[config.mk]
export PLATFORM = sky130hd
export DESIGN_NAME = umfs_status
export DESIGN_NICKNAME = d
export VERILOG_FILES = /design/src/hw/umfs_pkg.sv /design/src/hw/umfs_tx_fifo.sv /design/src/hw/umfs_tx_shifter.sv /design/src/hw/umfs_status.sv
export SDC_FILE = /design/constraint.sdc
export NUM_CORES = 1
export LEC_CHECK = 0
export ABC_AREA = 1
export BUFFER_PORTS_ARGS = -buffer_cell sky130_fd_sc_hd__buf_2
export CAP_MARGIN = 5
export CORE_MARGIN = 2
export CORE_UTILIZATION = 25
export CTS_CLUSTER_DIAMETER = 120
export DETAILED_ROUTE_END_ITERATION = 10
export PLACE_DENSITY_LB_ADDON = 0.12
export RECOVER_POWER = 25
export SYNTH_ARGS = -nofsm -noshare
export SYNTH_HDL_FRONTEND = slang
export SYNTH_SLANG_ARGS = --single-unit
[constraint.sdc]
create_clock -name core_clk_in -period 2.3 [get_ports core_clk_in]
set_clock_uncertainty 0.1 [all_clocks]
set_input_delay 0.115 -clock core_clk_in [delete_from_list [all_inputs] [get_ports core_clk_in]]
set_output_delay 0.115 -clock core_clk_in [all_outputs]
set_load 0.1 [all_outputs]
[src/hw/umfs_pkg.sv]
package umfs_pkg;
  localparam logic [31:0] DATA_ADDR = 32'h4005_0000;
  localparam logic [31:0] MODEM_ADDR = 32'h4005_0014;
  localparam logic [31:0] FIFO_ADDR = 32'h4005_0018;
  localparam logic [31:0] IRQ_STAT_ADDR = 32'h4005_0020;
  localparam logic [31:0] IRQ_CLR_ADDR = 32'h4005_0024;
  localparam logic [31:0] IRQ_EN_ADDR = 32'h4005_0028;
  localparam int CTS_FLAG_BIT = 0;
  localparam int CTS_LEVEL_BIT = 4;
  localparam int CTS_POL_BIT = 8;
  localparam int RX_EMPTY_BIT = 14;
  localparam int LEVEL_LSB = 16;
  localparam int TX_EMPTY_BIT = 22;
  localparam int TX_FULL_BIT = 23;
  localparam int TX_OVF_BIT = 24;
  localparam int TX_IDLE_BIT = 28;
  localparam int MODEM_IRQ_BIT = 0;
  localparam int BUF_IRQ_BIT = 1;
  localparam logic [31:0] FIFO_RESET = 32'h1040_4000;
  localparam logic CTS_POL_RESET = 1'b0;
  localparam logic CTS_PIN_RESET = 1'b1;
  localparam logic [1:0] IRQ_EN_RESET = 2'h0;
  localparam int FIFO_DEPTH = 16;
  localparam int FIFO_AW = 4;
  localparam int LEVEL_W = 6;
  localparam int CLK_HZ = 10_000_000;
  localparam int BAUD_HZ = 115200;
  localparam int BIT_CYCLES = CLK_HZ / BAUD_HZ;
  localparam logic [1:0] RESP_OKAY = 2'h0;
  localparam logic [1:0] RESP_SLVERR = 2'h2;
  typedef enum logic [1:0] {
    TX_IDLE = 2'h0,
    TX_START = 2'h1,
    TX_DATA = 2'h3,
    TX_STOP = 2'h2
  } umfs_tx_state_type;
endpackage

[src/hw/umfs_tx_fifo.sv]
`timescale 1ns/10ps
module umfs_tx_fifo (
  input wire logic clk_in, // core clock
  input wire logic reset_n_in, // async reset, active low
  input wire logic push_in, // write one byte
  input wire logic [7:0] push_data_in, // byte to write
  input wire logic pop_in, // take one byte
  output logic [7:0] pop_data_out, // oldest byte
  output logic [umfs_pkg::LEVEL_W-1:0] level_out, // bytes held
  output logic full_out, // no room
  output logic empty_out // nothing held
);
  logic [7:0] mem [umfs_pkg::FIFO_DEPTH];
  logic [umfs_pkg::FIFO_AW-1:0] wr_ptr, next_wr_ptr, rd_ptr, next_rd_ptr;
  logic [umfs_pkg::LEVEL_W-1:0] level, next_level;
  logic do_push, do_pop;

  always_comb begin
    do_push = push_in && (level != umfs_pkg::LEVEL_W'(umfs_pkg::FIFO_DEPTH));
    do_pop = pop_in && (level != '0);
    next_wr_ptr = do_push ? wr_ptr + 1'b1 : wr_ptr;
    next_rd_ptr = do_pop ? rd_ptr + 1'b1 : rd_ptr;
    // [RULE14] level tracks pushes and pops
    next_level = level;
    if (do_push && !do_pop) begin
      next_level = level + 1'b1;
    end else if (do_pop && !do_push) begin
      next_level = level - 1'b1;
    end
  end

  always_ff @(posedge clk_in or negedge reset_n_in) begin
    if (!reset_n_in) begin
      wr_ptr <= '0;
      rd_ptr <= '0;
      level <= '0;
    end else begin
      wr_ptr <= next_wr_ptr;
      rd_ptr <= next_rd_ptr;
      level <= next_level;
    end
  end

  // storage has no reset: the head slot at rd_ptr is always driven out, but only taken while the level is nonzero
  always_ff @(posedge clk_in) begin
    if (do_push) begin
      mem[wr_ptr] <= push_data_in;
    end
  end

  assign pop_data_out = mem[rd_ptr];
  assign level_out = level;
  assign full_out = (level == umfs_pkg::LEVEL_W'(umfs_pkg::FIFO_DEPTH));
  assign empty_out = (level == '0);
endmodule

[src/hw/umfs_tx_shifter.sv]
`timescale 1ns/10ps
module umfs_tx_shifter (
  input wire logic clk_in, // core clock
  input wire logic reset_n_in, // async reset, active low
  input wire logic avail_in, // fifo holds a byte
  input wire logic [7:0] data_in, // byte at fifo head
  output logic pop_out, // byte taken this cycle
  output logic busy_out, // frame on the line, stop bit included
  output logic line_out // serial line, idle high
);
  localparam logic [7:0] LAST_TICK = 8'(umfs_pkg::BIT_CYCLES - 1);
  umfs_pkg::umfs_tx_state_type state, next_state;
  logic [7:0] div_cnt, next_div_cnt, shreg, next_shreg;
  logic [2:0] bit_idx, next_bit_idx;
  logic line, next_line, tick;

  always_comb begin
    tick = (div_cnt == LAST_TICK);
    next_state = state;
    next_shreg = shreg;
    next_bit_idx = bit_idx;
    next_line = line;
    pop_out = 1'b0;
    next_div_cnt = (state == umfs_pkg::TX_IDLE || tick) ? 8'h00 : div_cnt + 8'h01;
    unique case (state)
      umfs_pkg::TX_IDLE: begin
        if (avail_in) begin
          pop_out = 1'b1;
          next_shreg = data_in;
          next_line = 1'b0;
          next_state = umfs_pkg::TX_START;
        end
      end
      umfs_pkg::TX_START: begin
        if (tick) begin
          next_line = shreg[0];
          next_bit_idx = 3'h0;
          next_state = umfs_pkg::TX_DATA;
        end
      end
      umfs_pkg::TX_DATA: begin
        if (tick) begin
          if (bit_idx == 3'h7) begin
            next_line = 1'b1;
            next_state = umfs_pkg::TX_STOP;
          end else begin
            next_shreg = {1'b0, shreg[7:1]};
            next_line = shreg[1];
            next_bit_idx = bit_idx + 3'h1;
          end
        end
      end
      umfs_pkg::TX_STOP: begin
        if (tick) begin
          next_state = umfs_pkg::TX_IDLE;
        end
      end
    endcase
  end

  always_ff @(posedge clk_in or negedge reset_n_in) begin
    if (!reset_n_in) begin
      state <= umfs_pkg::TX_IDLE;
      div_cnt <= 8'h00;
      shreg <= 8'h00;
      bit_idx <= 3'h0;
      line <= 1'b1;
    end else begin
      state <= next_state;
      div_cnt <= next_div_cnt;
      shreg <= next_shreg;
      bit_idx <= next_bit_idx;
      line <= next_line;
    end
  end

  assign busy_out = (state != umfs_pkg::TX_IDLE);
  assign line_out = line;
endmodule

[src/hw/umfs_status.sv]
// Design decision made here: register access over AXI4-Lite.
`timescale 1ns/10ps
// Behaviour
// [RULE1] a control bit picks the clear-to-send polarity: 0 means low is asserted, 1 high.
// [RULE2] a read-only bit shows the present level of the clear-to-send pin.
// [RULE3] any change of the clear-to-send pin, either way, sets the change flag.
// [RULE4] the modem interrupt is high while the change flag and its enable are both set.
// [RULE5] the change and overflow flags clear only on a written 1; a written 0 does nothing.
// [RULE6] transmitter idle is set only when the fifo is empty and the last stop bit has gone.
// [RULE7] transmitter idle drops while the fifo holds data or a byte is still being sent.
// [RULE8] a data port write while the fifo is full sets the sticky overflow flag.
// [RULE9] overflow also raises the buffer-error event, which interrupts when enabled.
// [RULE10] the transmit-full bit is high exactly while the fifo is full.
// [RULE11] the fifo-empty bit sets once the last byte has moved into the shifter.
// [RULE12] the fifo-empty bit clears once software writes a byte into the fifo.
// [RULE13] after reset the fifo status register reads its reset value with the empty bits set.
// [RULE14] the fifo level rises on each write and falls on each move into the shifter.
// [RULE15] reserved bits of both status registers read zero and ignore writes.
module umfs_status (
  input wire logic core_clk_in, // 10 MHz clock
  input wire logic reset_n_in, // async reset, active low
  input wire logic [31:0] axi_awaddr_in, // write address
  input wire logic axi_awvalid_in, // write address valid
  output logic axi_awready_out, // write address ready
  input wire logic [31:0] axi_wdata_in, // write data
  input wire logic [3:0] axi_wstrb_in, // write byte strobes
  input wire logic axi_wvalid_in, // write data valid
  output logic axi_wready_out, // write data ready
  output logic [1:0] axi_bresp_out, // write response
  output logic axi_bvalid_out, // write response valid
  input wire logic axi_bready_in, // write response ready
  input wire logic [31:0] axi_araddr_in, // read address
  input wire logic axi_arvalid_in, // read address valid
  output logic axi_arready_out, // read address ready
  output logic [31:0] axi_rdata_out, // read data
  output logic [1:0] axi_rresp_out, // read response
  output logic axi_rvalid_out, // read data valid
  input wire logic axi_rready_in, // read data ready
  input wire logic cts_pin_in, // clear-to-send pin from the remote
  output logic cts_asserted_out, // clear-to-send seen as asserted
  output logic tx_line_out, // serial transmit line
  output logic irq_out // interrupt, active high level
);
  logic aw_held, next_aw_held, w_held, next_w_held;
  logic [31:0] awaddr_q, next_awaddr_q, wdata_q, next_wdata_q;
  logic [3:0] wstrb_q, next_wstrb_q;
  logic awready, next_awready, wready, next_wready, bvalid, next_bvalid;
  logic arready, next_arready, rvalid, next_rvalid;
  logic [1:0] bresp, next_bresp, rresp, next_rresp;
  logic [31:0] rdata, next_rdata;
  logic do_write, aw_fire, w_fire, ar_fire;
  logic cts_meta, cts_sync, cts_prev, cts_change;
  logic cts_polarity_select, next_cts_polarity_select;
  logic cts_change_flag, next_cts_change_flag;
  logic tx_overflow_flag, next_tx_overflow_flag;
  logic [1:0] irq_enable, next_irq_enable;
  logic cts_asserted, next_cts_asserted, irq, next_irq;
  logic clr_cts, clr_ovf, data_wr, push, overflow;
  logic tx_fifo_full, tx_fifo_empty, tx_busy, tx_pop, transmitter_idle_flag;
  logic [7:0] head_byte;
  logic [umfs_pkg::LEVEL_W-1:0] tx_fifo_level;

  function automatic logic lane_on(input logic [3:0] strb, input int bit_pos);
    lane_on = strb[bit_pos / 8];
  endfunction

  function automatic logic is_mapped(input logic [31:0] addr);
    is_mapped = (addr == umfs_pkg::DATA_ADDR) || (addr == umfs_pkg::MODEM_ADDR) ||
                (addr == umfs_pkg::FIFO_ADDR) || (addr == umfs_pkg::IRQ_STAT_ADDR) ||
                (addr == umfs_pkg::IRQ_CLR_ADDR) || (addr == umfs_pkg::IRQ_EN_ADDR);
  endfunction

  umfs_tx_fifo u_fifo (
    .clk_in(core_clk_in),
    .reset_n_in(reset_n_in),
    .push_in(push),
    .push_data_in(wdata_q[7:0]),
    .pop_in(tx_pop),
    .pop_data_out(head_byte),
    .level_out(tx_fifo_level),
    .full_out(tx_fifo_full),
    .empty_out(tx_fifo_empty)
  );

  umfs_tx_shifter u_shift (
    .clk_in(core_clk_in),
    .reset_n_in(reset_n_in),
    .avail_in(!tx_fifo_empty),
    .data_in(head_byte),
    .pop_out(tx_pop),
    .busy_out(tx_busy),
    .line_out(tx_line_out)
  );

  // bus slave: address and data may come in either order, write acts once both are held
  always_comb begin
    aw_fire = axi_awvalid_in && awready;
    w_fire = axi_wvalid_in && wready;
    ar_fire = axi_arvalid_in && arready;
    do_write = aw_held && w_held && !bvalid;
    next_aw_held = (aw_held || aw_fire) && !do_write;
    next_w_held = (w_held || w_fire) && !do_write;
    next_awaddr_q = aw_fire ? axi_awaddr_in : awaddr_q;
    next_wdata_q = w_fire ? axi_wdata_in : wdata_q;
    next_wstrb_q = w_fire ? axi_wstrb_in : wstrb_q;
    next_bvalid = do_write || (bvalid && !axi_bready_in);
    next_bresp = do_write ? (is_mapped(awaddr_q) ? umfs_pkg::RESP_OKAY :
                             umfs_pkg::RESP_SLVERR) : bresp;
    next_awready = !next_aw_held && !next_bvalid;
    next_wready = !next_w_held && !next_bvalid;
    next_rvalid = ar_fire || (rvalid && !axi_rready_in);
    next_arready = !next_rvalid;
    next_rdata = rdata;
    next_rresp = rresp;
    if (ar_fire) begin
      next_rresp = is_mapped(axi_araddr_in) ? umfs_pkg::RESP_OKAY : umfs_pkg::RESP_SLVERR;
      next_rdata = 32'h0000_0000;
      // [RULE15] reserved read zero
      unique case (axi_araddr_in)
        umfs_pkg::MODEM_ADDR: begin
          // [RULE2] live pin level
          next_rdata[umfs_pkg::CTS_LEVEL_BIT] = cts_sync;
          next_rdata[umfs_pkg::CTS_POL_BIT] = cts_polarity_select;
          next_rdata[umfs_pkg::CTS_FLAG_BIT] = cts_change_flag;
        end
        umfs_pkg::FIFO_ADDR: begin
          // [RULE13] rx side absent, so rx empty stays at its reset value
          next_rdata[umfs_pkg::RX_EMPTY_BIT] = umfs_pkg::FIFO_RESET[umfs_pkg::RX_EMPTY_BIT];
          // [RULE10] full bit live
          next_rdata[umfs_pkg::TX_FULL_BIT] = tx_fifo_full;
          // [RULE11] empty after last move
          next_rdata[umfs_pkg::TX_EMPTY_BIT] = tx_fifo_empty;
          next_rdata[umfs_pkg::LEVEL_LSB +: umfs_pkg::LEVEL_W] = tx_fifo_level;
          next_rdata[umfs_pkg::TX_OVF_BIT] = tx_overflow_flag;
          next_rdata[umfs_pkg::TX_IDLE_BIT] = transmitter_idle_flag;
        end
        umfs_pkg::IRQ_STAT_ADDR: begin
          next_rdata[umfs_pkg::MODEM_IRQ_BIT] = cts_change_flag;
          next_rdata[umfs_pkg::BUF_IRQ_BIT] = tx_overflow_flag;
        end
        umfs_pkg::IRQ_EN_ADDR: begin
          next_rdata[1:0] = irq_enable;
        end
        default: begin
          next_rdata = 32'h0000_0000;
        end
      endcase
    end
  end

  always_ff @(posedge core_clk_in or negedge reset_n_in) begin
    if (!reset_n_in) begin
      aw_held <= 1'b0;
      w_held <= 1'b0;
      awaddr_q <= 32'h0000_0000;
      wdata_q <= 32'h0000_0000;
      wstrb_q <= 4'h0;
      awready <= 1'b1;
      wready <= 1'b1;
      bvalid <= 1'b0;
      bresp <= umfs_pkg::RESP_OKAY;
      arready <= 1'b1;
      rvalid <= 1'b0;
      rresp <= umfs_pkg::RESP_OKAY;
      rdata <= 32'h0000_0000;
    end else begin
      aw_held <= next_aw_held;
      w_held <= next_w_held;
      awaddr_q <= next_awaddr_q;
      wdata_q <= next_wdata_q;
      wstrb_q <= next_wstrb_q;
      awready <= next_awready;
      wready <= next_wready;
      bvalid <= next_bvalid;
      bresp <= next_bresp;
      arready <= next_arready;
      rvalid <= next_rvalid;
      rresp <= next_rresp;
      rdata <= next_rdata;
    end
  end

  // status flags and control bits
  always_comb begin
    data_wr = do_write && (awaddr_q == umfs_pkg::DATA_ADDR) && wstrb_q[0];
    // [RULE12] a write fills the fifo
    push = data_wr && !tx_fifo_full;
    // [RULE8] write into full fifo
    overflow = data_wr && tx_fifo_full;
    // [RULE5] only a written 1 clears
    clr_cts = do_write && (((awaddr_q == umfs_pkg::MODEM_ADDR) &&
              lane_on(wstrb_q, umfs_pkg::CTS_FLAG_BIT) && wdata_q[umfs_pkg::CTS_FLAG_BIT]) ||
              ((awaddr_q == umfs_pkg::IRQ_CLR_ADDR) && wstrb_q[0] &&
              wdata_q[umfs_pkg::MODEM_IRQ_BIT]));
    clr_ovf = do_write && (((awaddr_q == umfs_pkg::FIFO_ADDR) &&
              lane_on(wstrb_q, umfs_pkg::TX_OVF_BIT) && wdata_q[umfs_pkg::TX_OVF_BIT]) ||
              ((awaddr_q == umfs_pkg::IRQ_CLR_ADDR) && wstrb_q[0] &&
              wdata_q[umfs_pkg::BUF_IRQ_BIT]));
    // [RULE3] either edge of the pin
    cts_change = (cts_sync != cts_prev);
    // a change in the clearing cycle wins, so no edge is lost
    next_cts_change_flag = cts_change || (cts_change_flag && !clr_cts);
    // [RULE9] overflow is the buffer-error event
    next_tx_overflow_flag = overflow || (tx_overflow_flag && !clr_ovf);
    next_cts_polarity_select = cts_polarity_select;
    if (do_write && (awaddr_q == umfs_pkg::MODEM_ADDR) &&
        lane_on(wstrb_q, umfs_pkg::CTS_POL_BIT)) begin
      next_cts_polarity_select = wdata_q[umfs_pkg::CTS_POL_BIT];
    end
    next_irq_enable = irq_enable;
    if (do_write && (awaddr_q == umfs_pkg::IRQ_EN_ADDR) && wstrb_q[0]) begin
      next_irq_enable = wdata_q[1:0];
    end
    // [RULE1] polarity steers the asserted sense
    next_cts_asserted = (cts_sync == cts_polarity_select);
    // [RULE4] modem and buffer-error sources share one line
    next_irq = (cts_change_flag && irq_enable[umfs_pkg::MODEM_IRQ_BIT]) ||
               (tx_overflow_flag && irq_enable[umfs_pkg::BUF_IRQ_BIT]);
    // [RULE6] [RULE7] idle needs both an empty fifo and a quiet shifter
    transmitter_idle_flag = tx_fifo_empty && !tx_busy;
  end

  always_ff @(posedge core_clk_in or negedge reset_n_in) begin
    if (!reset_n_in) begin
      cts_meta <= umfs_pkg::CTS_PIN_RESET;
      cts_sync <= umfs_pkg::CTS_PIN_RESET;
      cts_prev <= umfs_pkg::CTS_PIN_RESET;
      cts_change_flag <= 1'b0;
      tx_overflow_flag <= 1'b0;
      cts_polarity_select <= umfs_pkg::CTS_POL_RESET;
      irq_enable <= umfs_pkg::IRQ_EN_RESET;
      cts_asserted <= 1'b0;
      irq <= 1'b0;
    end else begin
      cts_meta <= cts_pin_in;
      cts_sync <= cts_meta;
      cts_prev <= cts_sync;
      cts_change_flag <= next_cts_change_flag;
      tx_overflow_flag <= next_tx_overflow_flag;
      cts_polarity_select <= next_cts_polarity_select;
      irq_enable <= next_irq_enable;
      cts_asserted <= next_cts_asserted;
      irq <= next_irq;
    end
  end

  assign axi_awready_out = awready;
  assign axi_wready_out = wready;
  assign axi_bvalid_out = bvalid;
  assign axi_bresp_out = bresp;
  assign axi_arready_out = arready;
  assign axi_rvalid_out = rvalid;
  assign axi_rresp_out = rresp;
  assign axi_rdata_out = rdata;
  assign cts_asserted_out = cts_asserted;
  assign irq_out = irq;
endmodule

==> metrics.md <==
| Metric | Value |
|---|---|
| Overall fraction of global-route tracks in use | 13.0% |
| Status | finished, violations left |
| Post-synthesis register bit count | 243 |
| Portion of netlist area occupied by mux cells | 0% |
| Worst setup EP type | flop |
| Max transition margin | -10.4% |
| Max rail drop VDD | between 600 and 700 uV |
| Commonest non-fill, non-tap cells in the layout | 292 x sky130_fd_sc_hd__nand2_1, 160 x sky130_fd_sc_hd__nor2_1, 128 x sky130_fd_sc_hd__edfxtp_1, 108 x sky130_fd_sc_hd__buf_2, 106 x sky130_fd_sc_hd__dfrtp_1 |
| Path category of the worst min-delay check | input pin to flop |
| CP Class | flop to flop |
| Main combinational cell family by area after synthesis | simple AND/OR/NAND/NOR gates |
| Number of rows created at floorplan | 76 |
| First-pass iteration count of the detailed router | 4 |
| Number of library cell types mapped by synthesis | 41 |
| Xor-xnor portion of the synthesized cell area | 0.879% |
| DR DRC count | 0 |
| Via count of the first global-routing pass | 8659 |
| Final Setup Violations | 3 |
| Ys flop type | sky130_fd_sc_hd__edfxtp_1 |
| Failing checks | hold timing, capacitance limit, slew limit, setup timing |
| Die X | 213 microns |
| Clock network fraction of design power | 35.5% |
| Final min period | 2.45 ns |
| Post-synthesis sequential area ratio | 61.4% |
| WL/cell | 14.1 microns |
| Flop-to-flop setup slack | -0.15 ns |
| Total wire length | 28800 microns |
| ANT cells | 0 |
| Arr. time, crit path | 2.82 ns |
| Number of violations of the max-capacitance limit | 1 |
| Number of antenna violations at the first check in global routing | 0 |
| Worst setup path endpoint | u_fifo.level_out[5] |
| Register area | slightly below 7000 sq um |
| Initial core utilization | 25.4% |
| Cell Pwr Density | 911 nW/um^2 |
| Area growth from synthesis to layout | 35.7% |
| Area of the multi-input gates | roughly 3800 sq um |
| Die Y-Extent | 213 microns |
| EDFF count, synth | ~130 |
| Top post-synthesis cells by area | sky130_fd_sc_hd__edfxtp_1 35%, sky130_fd_sc_hd__dfrtp_1 25%, sky130_fd_sc_hd__nand2_1 10% |
| Origin of the critical flop-to-flop path | awaddr_q[24] |
| Top cell type by total area after synthesis | sky130_fd_sc_hd__edfxtp_1 |
| Complex-gate fraction of the synthesized area | roughly 6.5% |
| RSZ-0062 raised after global routing | yes |
| Routed via count | 8560 |
| Share of the synthesized area in the top cell type | 35.1% |
| Terminus of the critical flop-to-flop path | u_fifo.level_out[5] |
| Final worst-path cycle share | 106% |
| TritonCTS clock tree | built |
| Minimum hold slack | -0.0339 ns |
| Internal power | ~9600 uW |
| Number of instances in the synthesized netlist | 1143 |
| Required time of the critical path | 2.68 ns |
| Worst setup slack after layout | -0.145 ns |
| Reported net switching power | 3920 uW |
| TritonCTS Buffers | 28 |
| Sum of net half-perimeters after detailed placement | 19400 microns |
| Insertion delay to the later sink of the worst-skew pair | roughly 0.54 ns |
| Synth Area per Inst | 9.58 sq um |
| IO Pins | 152 |
| Area fraction in and, or, nand and nor cells after synthesis | a little under a quarter |
| Share of total power consumed by net switching | between 20 and 30% |
| Total die area | 45500 sq um |
| Maximum frequency from static timing analysis | approximately 410 MHz |
| Placement-stage cell area | 12800 sq um |
| Hold Violations, Final | 2 |
| Largest net degree at the start of global routing | 116 |
| Part of the power in combinational logic | 20.3% |
| Initial detailed-routing violation count | between 400 and 500 |
| Crit path max fanout | 5 |
| Cells on worst reg2reg path | 15 |
| Relative contribution of sequential cells to total power | 44.3% |
| Combined area of all synthesized cells | 11000 sq um |
| Critical path origin | awaddr_q[24] |
| Most common cell after layout, fill and taps aside | sky130_fd_sc_hd__nand2_1 |
| Global route total overflow | 0 |
| Fraction of final layout cells sized beyond drive strength 1 | 21.5% |
| Cell area after layout | between 10000 and 15000 sq um |
| Origin of the worst min-delay path | axi_araddr_in[6] |
| Sinks on the clock net | 243 |
| Buffers on Ports | roughly 110 |
| Post-route antenna net violation count | 0 |
| Fin nets | 1559 |
| Clock-pin slew on the worst setup and hold paths | around 0.060 ns |
| H-tree depth | 1 |
| Number of max-slew violations in the final report | 116 |
| Core Box Area | ~43000 sq um |
| Yosys warning total | 0 |
| # fillers | 4542 |
| Total power consumption of the routed design | 13500 uW |
| Buffer cell driving the clock tree root | sky130_fd_sc_hd__clkbuf_16 |
| Global placer's final weighted congestion | 0.728 |
| Via density per instance | 4.19 |
| Transition time at the pin with the least slew margin | between 1.5 and 2 ns |
| Leakage power | 0.00651 uW |
| Share of flip-flops with an asynchronous set or reset after synthesis | a little under half |
| Adder and majority cell fraction of the synthesized area | approximately 1.8% |
| Global-route wire length before repair | 46900 microns |
| Largest buffer count on any clock path | 3 |
| Startpoint Class | flop |
[per-stage QoR]
stage               cells  worst slack (ns)  setup TNS, ns  hold slack (ns)  utilization (%)
detailed placement   1890            -0.236         -0.599            0.126             29.6
finish               2043            -0.145         -0.233          -0.0339             34.4
CTS                  2043            -0.198         -0.404           0.0220             34.3
floorplan            1161            -0.304         -0.944           -0.281                -
global route         2043            -0.354          -2.41           0.0547             34.4
global placement     1890            -0.197         -0.394            0.122             29.6
[per-layer routing]
layer | routed length, microns | global-route usage (%)
met5 | 0 | 0
met4 | 575 | 3.30
met3 | 1100 | 2.12
met2 | 14000 | 22.6
met1 | 13100 | 16.9
[power groups by stage]
stage               Sequential, uW  Clock [uW]  Combinational, uW
finish                        5990        4800               2750
global route                  6090        5140               3060
CTS                           6010        4940               2760
detailed placement            6090           0               2250
global placement              6080           0               2270
floorplan                     6150           0               1030
[state kept, by name (all words and copies together) (netlist names), 2 cells and up]
signal and cells:
u_fifo.mem 128, awaddr_q 32, axi_rdata_out 15, wdata_q 10, u_shift.div_cnt 8, u_shift.shreg 8, u_fifo.level_out 6, u_fifo.rd_ptr 4
u_fifo.wr_ptr 4, u_shift.bit_idx 3, wstrb_q 3, irq_enable 2, u_shift.state 2
[cell type report]
cell class / instances / share of cell area [%]
repair buffers: 300 / 15.4
multi-input cells: 772 / 25.3
well taps: 585 / 4.92
flip-flops and latches: 243 / 45.3
clock inverters: 15 / 1.41
inverters: 91 / 2.32
clock buffers: 37 / 5.35
[cell usage after synthesis, types with 2 or more instances]
cell type / instances
sky130_fd_sc_hd__dfstp_2: 7
sky130_fd_sc_hd__nand3_1: 79
sky130_fd_sc_hd__buf_2: 9
sky130_fd_sc_hd__inv_1: 79
sky130_fd_sc_hd__xor2_1: 7
sky130_fd_sc_hd__dfrtp_1: 108
sky130_fd_sc_hd__clkbuf_1: 17
sky130_fd_sc_hd__nand4_1: 16
sky130_fd_sc_hd__nor3_1: 7
sky130_fd_sc_hd__a21oi_1: 13
sky130_fd_sc_hd__o21ai_1: 15
sky130_fd_sc_hd__buf_4: 27
sky130_fd_sc_hd__ha_1: 14
sky130_fd_sc_hd__nand2_2: 6
sky130_fd_sc_hd__clkinv_1: 5
sky130_fd_sc_hd__edfxtp_1: 128
sky130_fd_sc_hd__o21ai_0: 71
sky130_fd_sc_hd__nand2_1: 293
sky130_fd_sc_hd__nor3b_1: 3
sky130_fd_sc_hd__o211ai_1: 23
sky130_fd_sc_hd__xnor2_1: 4
sky130_fd_sc_hd__nand4_2: 4
sky130_fd_sc_hd__nor2_8: 2
sky130_fd_sc_hd__nor2_2: 8
sky130_fd_sc_hd__nor2_1: 175
sky130_fd_sc_hd__o22ai_1: 2
sky130_fd_sc_hd__inv_2: 6
sky130_fd_sc_hd__buf_6: 2
[cell families after synthesis]
group | Yosys count
xor gates and xnor gates | 11
adders and majority gates | 15
AOI/OAI and AO/OA | 128
and+or+nand+nor | 599
DFF | 243
other | 1
buffers and inverters | 146
[worst min path at each step]
stage / end / slack, ns / depth (start not counted)
final: axi_rdata_out[8] / -0.03 / 6
after global routing: axi_rdata_out[4] / 0.05 / 6
after global placement: cts_meta / 0.12 / 1
after detailed placement: cts_meta / 0.13 / 1
after floorplan: aw_held / -0.28 / 0
after CTS: axi_rdata_out[16] / 0.02 / 8
[critical path, stage by stage, from the launching register on]
cell and delay, ns:
sky130_fd_sc_hd__dfrtp_1 0.39, sky130_fd_sc_hd__nor2_2 0.12, sky130_fd_sc_hd__nand4_1 0.19, sky130_fd_sc_hd__nor2_2 0.20, sky130_fd_sc_hd__nand2_2 0.08, sky130_fd_sc_hd__nor4_2 0.15, sky130_fd_sc_hd__ha_2 0.25, sky130_fd_sc_hd__inv_4 0.07
sky130_fd_sc_hd__ha_4 0.29, sky130_fd_sc_hd__nand2_2 0.05, sky130_fd_sc_hd__inv_1 0.04, sky130_fd_sc_hd__nand4_1 0.07, sky130_fd_sc_hd__o211ai_1 0.11, sky130_fd_sc_hd__xor2_1 0.16, sky130_fd_sc_hd__nand2_1 0.06, sky130_fd_sc_hd__nand2_1 0.05
[what timing repair did]
| action | in CTS | in global routing |
|---|---|---|
| setup buffers | 1 | 1 |
| pin swaps | 1 | 5 |
| hold buffers | 100 | 0 |
| endpoints found under the setup margin | 5 | 103 |
| gates resized for setup | 7 | 22 |
| hold endpoints to repair | 172 | 0 |
No activity file was read; power rests on OpenSTA's default activity.
